File: src/core/lifs_pkg.sv
// Constants and types shared by the lamp ignition and fault sequencer
package lifs_pkg;

   // ------------------------------------------------------------------
   // Clock and timing
   // ------------------------------------------------------------------
   localparam int unsigned CLK_HZ = 20_000_000;
   localparam int unsigned STARTUP_TIME_MS = 1000;
   localparam int unsigned STARTUP_CYC = STARTUP_TIME_MS * (CLK_HZ / 1000);
   localparam int unsigned SW_MAX_FREQ_KHZ = 1000;
   localparam int unsigned SW_MIN_PERIOD_CYC = CLK_HZ / (SW_MAX_FREQ_KHZ * 1000);
   localparam int unsigned DIM_PERIOD_US = 6000;
   localparam int unsigned DIM_STEPS = 256;
   localparam int unsigned DIM_STEP_CYC = (DIM_PERIOD_US * (CLK_HZ / 1_000_000)) / DIM_STEPS;

   // ------------------------------------------------------------------
   // Levels and counts
   // ------------------------------------------------------------------
   localparam logic [7:0] LEVEL_ZERO = 8'h00;
   localparam logic [7:0] LEVEL_FULL = 8'hFF;
   localparam logic [7:0] FREQ_OV_LEVEL = 8'h33;
   localparam logic [2:0] UNDER_LIMIT = 3'h4;
   localparam logic [1:0] FULL_DIM_CYCLES = 2'h2;
   localparam int unsigned RAMP_W = 25;

   // ------------------------------------------------------------------
   // Register map
   // ------------------------------------------------------------------
   localparam logic [3:0] REG_CTRL = 4'h0;
   localparam logic [3:0] REG_STATUS = 4'h4;
   localparam int unsigned CTRL_POL_BIT = 0;
   localparam int unsigned CTRL_BRIGHTNESS_INPUT_LSB = 8;
   localparam logic [31:0] CTRL_RESET = 32'h0000_FF00;

   // ------------------------------------------------------------------
   // Types
   // ------------------------------------------------------------------
   typedef enum logic [4:0] {
      ST_OFF = 5'b00001,
      ST_START = 5'b00010,
      ST_FULL = 5'b00100,
      ST_RUN = 5'b01000,
      ST_FAULT = 5'b10000
   } lifs_state_type;

   typedef struct packed {
      logic strike;
      logic low_ov;
      logic high_ov;
   } lifs_sense_type;

   typedef struct packed {
      logic high_ov;
      logic low_ov;
      logic under;
   } lifs_cause_type;

endpackage

File: src/core/lifs_sequencer.sv
// Lamp ignition and fault sequencer with Wishbone register access
`timescale 1ns/1ps
`default_nettype none

// Function
// - Power-up or enable rising edge enters start-up with timer ramp and frequency level zero.
// - Strike sense high ends start-up and begins steady state.
// - Start-up expires when the timer ramp reaches its threshold.
// - Expiry without strike shuts down until reset or a new enable rising edge.
// - Frequency level zero gives maximum frequency; full scale gives minimum.
// - In start-up, low overvoltage below threshold keeps raising the frequency level.
// - In start-up, low above and high below threshold holds the frequency level.
// - In start-up, high overvoltage forces level one fifth, soft start zero, duty zero.
// - Soft start ramps from zero capping duty; at full scale duty is free.
// - After strike, full brightness for two dimming cycles, then brightness control.
// - Each dimming on-period clears soft start then ramps it to full scale.
// - In steady state high overvoltage shuts down at once, without blanking.
// - In steady state low overvoltage shuts down only outside blanking.
// - After blanking, four consecutive weak-strike cycles shut down; a good cycle restarts count.
// - Timer ramp is cleared whenever the lamp turns off, then ramps again.
// - Blanking lasts from ramp clear to threshold, disabling low and undercurrent checks.
// - No sense level raises a fault during start-up.
// - A steady-state fault latches off until reset or enable toggle.
module lifs_sequencer #(
   parameter int unsigned STARTUP_CYC = lifs_pkg::STARTUP_CYC
) (
   // Clock and reset
   input wire logic i_sys_clk,
   input wire logic i_srst,
   // Wishbone slave
   input wire logic i_wb_cyc,
   input wire logic i_wb_stb,
   input wire logic i_wb_we,
   input wire logic [3:0] i_wb_adr,
   input wire logic [3:0] i_wb_sel,
   input wire logic [31:0] i_wb_dat,
   output logic [31:0] o_wb_dat,
   output logic o_wb_ack,
   // Chip enable and comparator flags
   input wire logic i_chip_enable,
   input wire lifs_pkg::lifs_sense_type i_sense,
   // Power stage controls
   output logic o_switch_en,
   output logic o_switch_tick,
   output logic [7:0] o_duty_cap,
   output logic [7:0] o_frequency_control_level,
   output logic [7:0] o_soft_start_level,
   output lifs_pkg::lifs_state_type o_state
);
   import lifs_pkg::*;

   // ------------------------------------------------------------------
   // Declarations
   // ------------------------------------------------------------------
   lifs_state_type state;
   lifs_state_type next_state;
   lifs_sense_type sense_meta;
   lifs_sense_type sense_sync;
   lifs_sense_type sense_smp;
   lifs_cause_type cause;
   logic ce_q;
   logic ce_rise;
   logic [8:0] osc_cnt;
   logic [8:0] period_m1;
   logic sw_tick;
   logic smp_stb;
   logic [15:0] dim_div;
   logic [7:0] dim_ramp;
   logic dim_step;
   logic dim_wrap;
   logic dim_on;
   logic [RAMP_W-1:0] ramp;
   logic ramp_expired;
   logic [7:0] freq_level;
   logic [7:0] soft_start;
   logic [1:0] full_cycles;
   logic [2:0] under_cnt;
   logic steady;
   logic lamp_on;
   logic ov_hold;
   logic fault_hi;
   logic fault_lo;
   logic fault_uc;
   logic [31:0] ctrl;
   logic [7:0] brightness;
   logic polarity;
   logic wb_req;

   // ------------------------------------------------------------------
   // Enable edge and sense sampling
   // ------------------------------------------------------------------
   assign ce_rise = i_chip_enable & ~ce_q;

   always_ff @(posedge i_sys_clk) begin
      if (i_srst) begin
         ce_q <= 1'b0;
      end else begin
         ce_q <= i_chip_enable;
      end
   end

   always_ff @(posedge i_sys_clk) begin
      if (i_srst) begin
         sense_meta <= '0;
         sense_sync <= '0;
         sense_smp <= '0;
         smp_stb <= 1'b0;
      end else begin
         sense_meta <= i_sense;
         sense_sync <= sense_meta;
         smp_stb <= sw_tick;
         if (sw_tick) begin
            sense_smp <= sense_sync;
         end
      end
   end

   // ------------------------------------------------------------------
   // Switching oscillator: higher level, longer period
   // ------------------------------------------------------------------
   assign period_m1 = 9'(SW_MIN_PERIOD_CYC - 1) + {1'b0, freq_level};
   assign sw_tick = (osc_cnt >= period_m1);

   always_ff @(posedge i_sys_clk) begin
      if (i_srst) begin
         osc_cnt <= 9'h000;
      end else if (sw_tick) begin
         osc_cnt <= 9'h000;
      end else begin
         osc_cnt <= osc_cnt + 9'h001;
      end
   end

   // ------------------------------------------------------------------
   // Dimming ramp and brightness compare
   // ------------------------------------------------------------------
   assign dim_step = (dim_div == 16'(DIM_STEP_CYC - 1));
   assign dim_wrap = dim_step & (dim_ramp == LEVEL_FULL);
   assign brightness = ctrl[CTRL_BRIGHTNESS_INPUT_LSB +: 8];
   assign polarity = ctrl[CTRL_POL_BIT];
   assign dim_on = polarity ? (dim_ramp >= brightness) : (dim_ramp < brightness);

   always_ff @(posedge i_sys_clk) begin
      if (i_srst) begin
         dim_div <= 16'h0000;
         dim_ramp <= 8'h00;
      end else if (dim_step) begin
         dim_div <= 16'h0000;
         dim_ramp <= dim_ramp + 8'h01;
      end else begin
         dim_div <= dim_div + 16'h0001;
      end
   end

   // ------------------------------------------------------------------
   // Sequencer
   // ------------------------------------------------------------------
   assign steady = (state == ST_FULL) | (state == ST_RUN);
   assign lamp_on = (state == ST_START) | (state == ST_FULL) | ((state == ST_RUN) & dim_on);
   assign ov_hold = (state == ST_START) & sense_smp.high_ov;
   assign ramp_expired = (32'(ramp) >= STARTUP_CYC);
   assign fault_hi = steady & lamp_on & sense_smp.high_ov;
   assign fault_lo = steady & lamp_on & ramp_expired & sense_smp.low_ov;
   assign fault_uc = steady & lamp_on & (under_cnt == UNDER_LIMIT);

   always_comb begin
      next_state = state;
      case (state)
         ST_START: begin
            if (sense_smp.strike) begin
               next_state = ST_FULL;
            end else if (ramp_expired) begin
               next_state = ST_OFF;
            end
         end
         ST_FULL: begin
            if (fault_hi | fault_lo | fault_uc) begin
               next_state = ST_FAULT;
            end else if (full_cycles == FULL_DIM_CYCLES) begin
               next_state = ST_RUN;
            end
         end
         ST_RUN: begin
            if (fault_hi | fault_lo | fault_uc) begin
               next_state = ST_FAULT;
            end
         end
         default: begin
            next_state = state;
         end
      endcase
      if (ce_rise) begin
         next_state = ST_START;
      end else if (!i_chip_enable) begin
         next_state = ST_OFF;
      end
   end

   always_ff @(posedge i_sys_clk) begin
      if (i_srst) begin
         state <= ST_START;
      end else begin
         state <= next_state;
      end
   end

   always_ff @(posedge i_sys_clk) begin
      if (i_srst) begin
         cause <= '0;
      end else if (ce_rise) begin
         cause <= '0;
      end else if (steady && next_state == ST_FAULT) begin
         cause <= '{high_ov: fault_hi, low_ov: fault_lo, under: fault_uc};
      end
   end

   // ------------------------------------------------------------------
   // Start-up timer ramp, also the blanking timer
   // ------------------------------------------------------------------
   always_ff @(posedge i_sys_clk) begin
      if (i_srst || ce_rise || !lamp_on) begin
         ramp <= '0;
      end else if (!ramp_expired) begin
         ramp <= ramp + RAMP_W'(1);
      end
   end

   // ------------------------------------------------------------------
   // Frequency control level
   // ------------------------------------------------------------------
   always_ff @(posedge i_sys_clk) begin
      if (i_srst || ce_rise) begin
         freq_level <= LEVEL_ZERO;
      end else if (state == ST_START && smp_stb) begin
         if (sense_smp.high_ov) begin
            freq_level <= FREQ_OV_LEVEL;
         end else if (!sense_smp.low_ov && freq_level != LEVEL_FULL) begin
            freq_level <= freq_level + 8'h01;
         end
      end
   end

   // ------------------------------------------------------------------
   // Soft start and duty cap
   // ------------------------------------------------------------------
   always_ff @(posedge i_sys_clk) begin
      if (i_srst || !lamp_on || ov_hold) begin
         soft_start <= LEVEL_ZERO;
      end else if (smp_stb && soft_start != LEVEL_FULL) begin
         soft_start <= soft_start + 8'h01;
      end
   end

   always_ff @(posedge i_sys_clk) begin
      if (i_srst) begin
         o_switch_en <= 1'b0;
         o_duty_cap <= LEVEL_ZERO;
      end else begin
         o_switch_en <= lamp_on & ~ov_hold;
         o_duty_cap <= (lamp_on & ~ov_hold) ? soft_start : LEVEL_ZERO;
      end
   end

   // ------------------------------------------------------------------
   // Full-brightness and undercurrent counters
   // ------------------------------------------------------------------
   always_ff @(posedge i_sys_clk) begin
      if (i_srst || state != ST_FULL) begin
         full_cycles <= 2'h0;
      end else if (dim_wrap) begin
         full_cycles <= full_cycles + 2'h1;
      end
   end

   always_ff @(posedge i_sys_clk) begin
      if (i_srst || !steady || !lamp_on || !ramp_expired) begin
         under_cnt <= 3'h0;
      end else if (smp_stb) begin
         if (sense_smp.strike) begin
            under_cnt <= 3'h0;
         end else if (under_cnt != UNDER_LIMIT) begin
            under_cnt <= under_cnt + 3'h1;
         end
      end
   end

   // ------------------------------------------------------------------
   // Wishbone registers
   // ------------------------------------------------------------------
   assign wb_req = i_wb_cyc & i_wb_stb & ~o_wb_ack;

   always_ff @(posedge i_sys_clk) begin
      if (i_srst) begin
         ctrl <= CTRL_RESET;
      end else if (wb_req && i_wb_we && i_wb_adr == REG_CTRL) begin
         for (int b = 0; b < 4; b++) begin
            if (i_wb_sel[b]) begin
               ctrl[b*8 +: 8] <= i_wb_dat[b*8 +: 8];
            end
         end
      end
   end

   always_ff @(posedge i_sys_clk) begin
      if (i_srst) begin
         o_wb_ack <= 1'b0;
         o_wb_dat <= 32'h0000_0000;
      end else begin
         o_wb_ack <= wb_req;
         if (!wb_req || i_wb_we) begin
            o_wb_dat <= 32'h0000_0000;
         end else if (i_wb_adr == REG_CTRL) begin
            o_wb_dat <= {23'h00_0000, ctrl[15:8], ctrl[0]};
         end else if (i_wb_adr == REG_STATUS) begin
            o_wb_dat <= {soft_start, freq_level, 5'h00, cause, 3'h0, state};
         end else begin
            o_wb_dat <= 32'h0000_0000;
         end
      end
   end

   assign o_switch_tick = sw_tick;
   assign o_frequency_control_level = freq_level;
   assign o_soft_start_level = soft_start;
   assign o_state = state;
endmodule

`default_nettype wire

File: config.mk
export PLATFORM = sky130hd
export DESIGN_NAME = lifs_sequencer
export DESIGN_NICKNAME = d
export VERILOG_FILES = /design/src/core/lifs_pkg.sv /design/src/core/lifs_sequencer.sv
export SDC_FILE = /design/constraint.sdc
export NUM_CORES = 1
export LEC_CHECK = 0
export BUFFER_PORTS_ARGS = -buffer_cell sky130_fd_sc_hd__buf_2
export CORE_AREA = 2 2 98 137
export CTS_BUF_LIST = sky130_fd_sc_hd__clkbuf_8
export DETAILED_ROUTE_END_ITERATION = 10
export DIE_AREA = 0 0 100 139
export GPL_ROUTABILITY_DRIVEN = 0
export PLACE_DENSITY = 0.77
export SLEW_MARGIN = 15
export SYNTH_ARGS = -nofsm -noshare
export SYNTH_HDL_FRONTEND = slang
export SYNTH_SLANG_ARGS = --single-unit
File: constraint.sdc
create_clock -name i_sys_clk -period 2.7 [get_ports i_sys_clk]
set_clock_uncertainty 0.15 [all_clocks]
set_input_delay 0.135 -clock i_sys_clk [delete_from_list [all_inputs] [get_ports i_sys_clk]]
set_output_delay 0.135 -clock i_sys_clk [all_outputs]
set_load 0.01 [all_outputs]
==> results of run 1 <==
==> worst min path at each step <==
| stage | from | end | slack, ns | depth (start not counted) |
|---|---|---|---|---|
| 2_1_floorplan | i_sense[0] | sense_meta[0] | 0.11 | 1 |
| 3_3_place_gp | i_sense[1] | sense_meta[1] | 0.20 | 2 |
| 3_5_place_dp | i_sense[1] | sense_meta[1] | 0.21 | 2 |
| 4_1_cts | i_wb_sel[1] | ctrl[14] | 0.06 | 4 |
| 5_1_grt | i_wb_we | o_wb_dat[8] | 0.14 | 3 |
| 6_report | i_wb_we | o_wb_dat[5] | 0.10 | 3 |
==> flip-flops by register name, indices dropped and copies added, names as in the netlist, 5 cells and up <==
| signal | flops |
|---|---|
| ctrl | 9 |
| dim_div | 16 |
| dim_ramp | 8 |
| o_duty_cap | 8 |
| o_frequency_control_level | 8 |
| o_soft_start_level | 8 |
| o_state | 5 |
| o_wb_dat | 27 |
| osc_cnt | 9 |
| ramp | 25 |
==> timing repair <==
item                                    CTS  global route
resized for setup                        20            18
buffers inserted                         11             3
hold buffers                             26             0
pin swaps                                13            10
endpoints found under the setup margin    1            21
endpoints found under the hold margin    36             0
==> cell families (layout without fill, tap and decap cells) <==
group	Yosys count	after routing	synth area share
DFF	144	144	0.446
other	1	5	0.000581
buffers and inverters	59	212	0.0389
xor gates and xnor gates	72	72	0.0976
adders and majority gates	28	28	0.0542
AOI/OAI and AO/OA	75	75	0.0752
muxes	10	10	0.0155
and+or+nand+nor	336	336	0.272
==> layout make-up <==
| cell class | instances | area [µm²] |
|---|---|---|
| fillers | 1022 | 4690 |
| clock inverters | 15 | 149 |
| multi-input cells | 526 | 3490 |
| well taps | 153 | 191 |
| flip-flops and latches | 144 | 2890 |
| inverters | 32 | 123 |
| repair buffers | 148 | 987 |
| clock buffers | 17 | 234 |
==> worst reg2reg max path: stages (launching register included) <==
cell      delay [ns]
dfxtp_2         0.34
inv_4           0.07
ha_4            0.15
nor2_4          0.04
or2_4           0.25
nand2_2         0.09
xor2_2          0.18
ha_4            0.22
o21ai_2         0.11
nand2b_1        0.08
a21oi_2         0.16
or2_1           0.16
nor2_2          0.05
buf_4           0.14
buf_4           0.13
buf_4           0.15
nor3b_2         0.14
==> per-stage QoR <==
step                      setup TNS [ns]  instance area (µm²)  power [mW]  std cells
after floorplan                        0                 6480        2.31        729
after global placement                 0                 7160        2.36        963
after detailed placement               0                 7160        2.36        963
after CTS                        -0.0947                 7950        4.03       1032
after global routing              -0.958                 8060        4.14       1035
final                            -0.0975                 8060        4.01       1035
==> cell usage in the layout (no fill, tap or decap), types with 26 or more instances in the layout <==
cell	n
dfxtp_1	140
nor2_1	91
buf_2	82
nand2_1	51
nand3_1	39
buf_4	38
xnor2_1	36
xor2_1	35
inv_1	31
and2_1	28
dlygate4sd3_1	26
==> metal layers <==
metal	up-vias	wire [µm]	share of wire
li1	2746	-	-
met5	-	0	0
met2	114	7870	0.53
met3	22	611	0.041
met1	2605	6000	0.41
met4	0	238	0.016
==> power breakdown <==
part | leakage [nW] | switching, mW | total [mW] | internal, mW
logic | 1.98 | 0.0971 | 0.181 | 0.0841
clock network | 0.190 | 0.917 | 1.67 | 0.755
registers | 1.17 | 0.0169 | 2.16 | 2.14
total | 3.34 | 1.03 | 4.01 | 2.98
==> flow_metrics.py, run 1 <==
metrics = {
    "setup_path": {
        "crit_required_ns": 2.41,
        "reg2regPathDepth": 16,
        "critical_path_class": "register to output port",
        "critPathLaunch": "o_frequency_control_level[2]",
        "worst-path-stages": 12,
        "end_kind": "output port",
        "path_cells": "nand2_1 > nor2_4 > or2_4 > nand2_2 > xor2_2 > ha_4 > o21ai_2 > nand2b_1 > a21oi_2 > or2_1 > nor2_2 > buf_2",
        "worstPathArrival_ns": 2.51,
        "critPathBufInv": 1,
        "cp-endpoint": "o_switch_tick",
        "cp_max_fo": 5,
        "cp_slowest_cell": "dfxtp_2",
        "r2r_end": "osc_cnt[1]",
        "cp-start-kind": "register",
        "r2r-start": "o_frequency_control_level[1]",
        "cpPeakStageDelay_ns": 0.41,
        "reg2reg_setup_slack_ns": 0.03,
        "cp_top_family": "simple AND/OR/NAND/NOR gates",
    },
    "detailed_routing": {
        "dr_total_vias": 5487,
        "wl_per_cell_um": 14.2,
        "ant_nets": 0,
        "vias_per_cell": 5.30,
        "drt_first_pass_iters": 4,
        "finalWirelength_mm": 14.7,
        "drc": 0,
        "drt-initial-drc-count": 238,
    },
    "clock_tree": {
        "htree_levels": 4,
        "clkLatencyLatePin_ns": 0.46,
        "cts_tree": "built",
        "clk_pin_slew_worst_paths_ns": 0.09,
        "cts_buffer_depth": 2,
        "cts-root-buf": "clkbuf_8",
        "cts.sinks": 144,
        "cts_made_buffers": 17,
    },
    "placement": {
        "port_buffers": 82,
        "place_hpwl_mm": 9.69,
        "post-place-ws_ns": 0.0703,
    },
    "sta": {
        "max_slew_margin": 0.634,
        "tightest_slew_ns": 0.549,
        "period_minus_slack_ns": 2.80,
        "max_freq_ghz": 0.357,
        "rsz0062_at_grt": "yes",
        "min_period_over_period": 1.04,
        "slew_violations": 0,
        "hold-worst-slack_ns": 0.101,
        "finalHoldViolations": 0,
        "finalWorstSetupSlack_ns": -0.0975,
        "final-setup-viol-count": 1,
    },
    "floorplan": {
        "die_h_um": 139,
        "io_pins": 113,
        "die-area_um2": 13900,
        "initial_core_util": 0.506,
        "design.core.area_um2": 12800,
        "die_w_um": 100,
        "rows": 49,
    },
    "global_route": {
        "grtUsageTotal": 0.212,
        "overflow": 0,
        "grt_most_used_layer": "met2",
        "grt_pass1_wl_mm": 24.2,
        "first_global_vias": 5260,
        "met1_usage": 0.237,
        "grt_max_degree": 38,
        "antenna_found_initial": 0,
        "gr-usage-met2": 0.390,
        "met3_usage": 0.0499,
    },
    "outcome": {
        "status": "finished, violations left",
        "failed_checks": "setup timing",
    },
    "synthesis": {
        "netlist_top_cells_count": "144 x dfxtp_1, 93 x nor2_1, 54 x nand2_1, 39 x nand3_1",
        "yosys.area.top_type": "dfxtp_1",
        "async_flop_share": 0,
        "synth_edf_count": 0,
        "yosys.area.top_type_share": 0.446,
        "syn_avg_cell_area_um2": 8.91,
        "synth_area_leaders": "dfxtp_1 45%, ha_1 5.4%, nor2_1 5.4%",
        "netlist_instances": 725,
        "synth-seq-cells": 144,
        "syn_area_um2": 6460,
        "synth_top_flop_cell": "dfxtp_1",
        "ys_seq_area_frac": 0.446,
        "synth.distinct_cells": 58,
        "yosys_warnings": 0,
        "synth_most_common_cell": "dfxtp_1",
    },
    "power": {
        "leakage_nw": 3.34,
        "ir_worst_vdd_mv": 0.313,
        "p_per_area_nw_per_um2": 498,
    },
    "final_layout": {
        "drive_gt1_frac": 0.229,
        "postLayoutCoreUtil": 0.632,
        "antenna_cells": 0,
        "area_growth_pct": 24.8,
        "layout.nets": 946,
    },
    "min_path": {
        "hp-class": "primary input to register",
    },
    "job": {
        "cap_viol_max_count": 0,
    },
}
Note: power is estimated with default switching activity, not from simulation.
==> run 2, diff against run 1 <==
Settings changed: PLACE_DENSITY 0.77 to 0.82.
==> flow_metrics.py, run 2 (same netlist as run 1, synthesis figures left out) <==
metrics = {
    "outcome": {
        "status": "finished, violations left",
        "failed_checks": "setup timing",
    },
    "setup_path": {
        "cp_slowest_cell": "dfxtp_2",
        "crit_required_ns": 2.41,
        "worstPathArrival_ns": 2.57,
        "cp_top_family": "simple AND/OR/NAND/NOR gates",
        "path_cells": "inv_4 > ha_4 > nor2_4 > or2_4 > nand2_2 > xor2_1 > ha_2 > o21ai_1 > nand2b_1 > a21oi_2 > or2_1 > nor2_2 > buf_2",
        "critPathBufInv": 2,
        "worst-path-stages": 13,
        "cp_max_fo": 4,
        "reg2regPathDepth": 15,
        "end_kind": "output port",
        "critical_path_class": "register to output port",
        "cp-start-kind": "register",
        "cpPeakStageDelay_ns": 0.34,
    },
    "final_layout": {
        "nFillCells": 1011,
        "fin_cells": 1032,
        "regMostFlops": "o_wb_dat",
        "antenna_cells": 0,
        "layout_common_cells": "140 x dfxtp_1, 90 x nor2_1, 82 x buf_2, 51 x nand2_1, 39 x nand3_1",
        "layout.nets": 943,
        "reg.largest.list": "o_wb_dat (27), ramp (25), dim_div (16)",
        "area_growth_pct": 24.0,
        "largest_reg_flops": 27,
        "drive_gt1_frac": 0.222,
        "layout_commonest_cell": "dfxtp_1",
    },
    "floorplan": {
        "die_w_um": 100,
        "die_h_um": 139,
        "rows": 49,
        "die-area_um2": 13900,
        "design.core.area_um2": 12800,
        "io_pins": 113,
        "initial_core_util": 0.506,
    },
    "job": {
        "cap_viol_max_count": 0,
    },
    "detailed_routing": {
        "drt_first_pass_iters": 5,
        "drt-initial-drc-count": 310,
        "dr_total_vias": 5693,
        "vias_per_cell": 5.52,
        "finalWirelength_mm": 15.4,
        "ant_nets": 0,
        "drc": 0,
        "wl_per_cell_um": 14.9,
    },
    "global_route": {
        "grt_pass1_wl_mm": 25.3,
        "overflow": 0,
        "grt_max_degree": 37,
        "grtUsageTotal": 0.226,
        "first_global_vias": 5547,
        "antenna_found_initial": 0,
    },
    "power": {
        "intPower_mw": 2.91,
        "sw_frac_of_total": 0.259,
        "p_per_area_nw_per_um2": 491,
        "p_comb_frac": 0.046,
        "leakage_nw": 3.30,
        "p_sw_mw": 1.02,
        "p_clk_frac": 0.404,
        "finalPower_mw": 3.93,
        "ir_worst_vdd_mv": 0.320,
        "seqPwrFrac": 0.549,
    },
    "sta": {
        "finalHoldViolations": 0,
        "slew_violations": 0,
        "tightest_slew_ns": 0.629,
        "max_freq_ghz": 0.350,
        "final-setup-viol-count": 1,
        "rsz0062_at_grt": "yes",
        "period_minus_slack_ns": 2.86,
        "min_period_over_period": 1.06,
        "finalWorstSetupSlack_ns": -0.156,
        "max_slew_margin": 0.579,
    },
    "placement": {
        "placed_cells": 960,
        "place_hpwl_mm": 9.69,
        "port_buffers": 82,
    },
    "clock_tree": {
        "cts_made_buffers": 17,
        "clk_pin_slew_worst_paths_ns": 0.08,
        "htree_levels": 4,
        "cts_tree": "built",
        "cts-root-buf": "clkbuf_8",
        "clkLatencyLatePin_ns": 0.45,
        "cts_buffer_depth": 2,
        "cts.sinks": 144,
    },
    "min_path": {
        "hold_depth": 4,
        "hp-class": "primary input to register",
    },
}
run 2: cell count changes in the layout (fill, tap and decap cells not counted), moves of 2 or more:
cell / before / now
buf_4: 38 / 32
buf_6: 1 / 3
nor3_1: 18 / 21
nor3_2: 12 / 8
o21ai_1: 2 / 4
run 2: final timing paths:
kind / startpoint / end / slack [ns]
setup / recovery: o_frequency_control_level[1] / o_switch_tick / -0.16
setup reg to reg: o_frequency_control_level[1] / osc_cnt[8] / 0.05
hold / removal: i_wb_sel[1] / ctrl[14] / 0.13
hold reg to reg: sense_meta[0] / sense_sync[0] / 0.29
run 2: timing repair:
| item | in CTS | in global routing |
|---|---|---|
| pin swaps | 13 | 9 |
| hold buffers | 27 | 0 |
| setup endpoints to repair | 3 | 12 |
| resized for setup | 26 | 11 |
| setup buffers | 10 | 4 |
| hold endpoints to repair | 32 | 0 |
run 2: metrics by stage:
stage	cell area [µm²]	utilization	hold slack [ns]	setup WS, ns	TNS, ns
final	8010	0.628	0.127	-0.156	-0.156
after floorplan	6480	-	0.113	0.0355	0
after CTS	7940	0.623	0.0535	-0.0869	-0.0869
after global routing	8010	0.628	0.136	-0.269	-0.457
after global placement	7140	0.560	0.200	0.135	0
after detailed placement	7140	0.560	0.201	0.0112	0
run 2: area by class of cell:
type                    count  area (µm²)  share of cell area
clock buffers              18         248              0.0309
clock inverters            14         120              0.0150
inverters                  32         123              0.0153
multi-input cells         526        3460               0.432
flip-flops and latches    144        2890               0.361
well taps                 153         191              0.0239
repair buffers            145         975               0.122
run 2: routing by layer:
layer | vias to the layer above | wire length [µm] | global-route usage
met3 | 67 | 820 | 0.0534
met2 | 206 | 7890 | 0.400
met4 | 0 | 713 | 0.143
li1 | 2754 | - | -
met5 | - | 0 | 0
met1 | 2666 | 5940 | 0.235
run 2: worst min-delay path, delay by kind of cell:
family | cells | cell delay [ns]
and+or+nand+nor | 3 | 0.41
buffers and inverters | 1 | 0.15
run 2: power groups by stage:
stage | registers, mW | clock network, mW | logic [mW]
floorplan | 2.21 | 0 | 0.102
global placement | 2.21 | 0 | 0.148
detailed placement | 2.21 | 0 | 0.152
CTS | 2.16 | 1.61 | 0.174
global route | 2.16 | 1.71 | 0.199
finish | 2.16 | 1.59 | 0.182
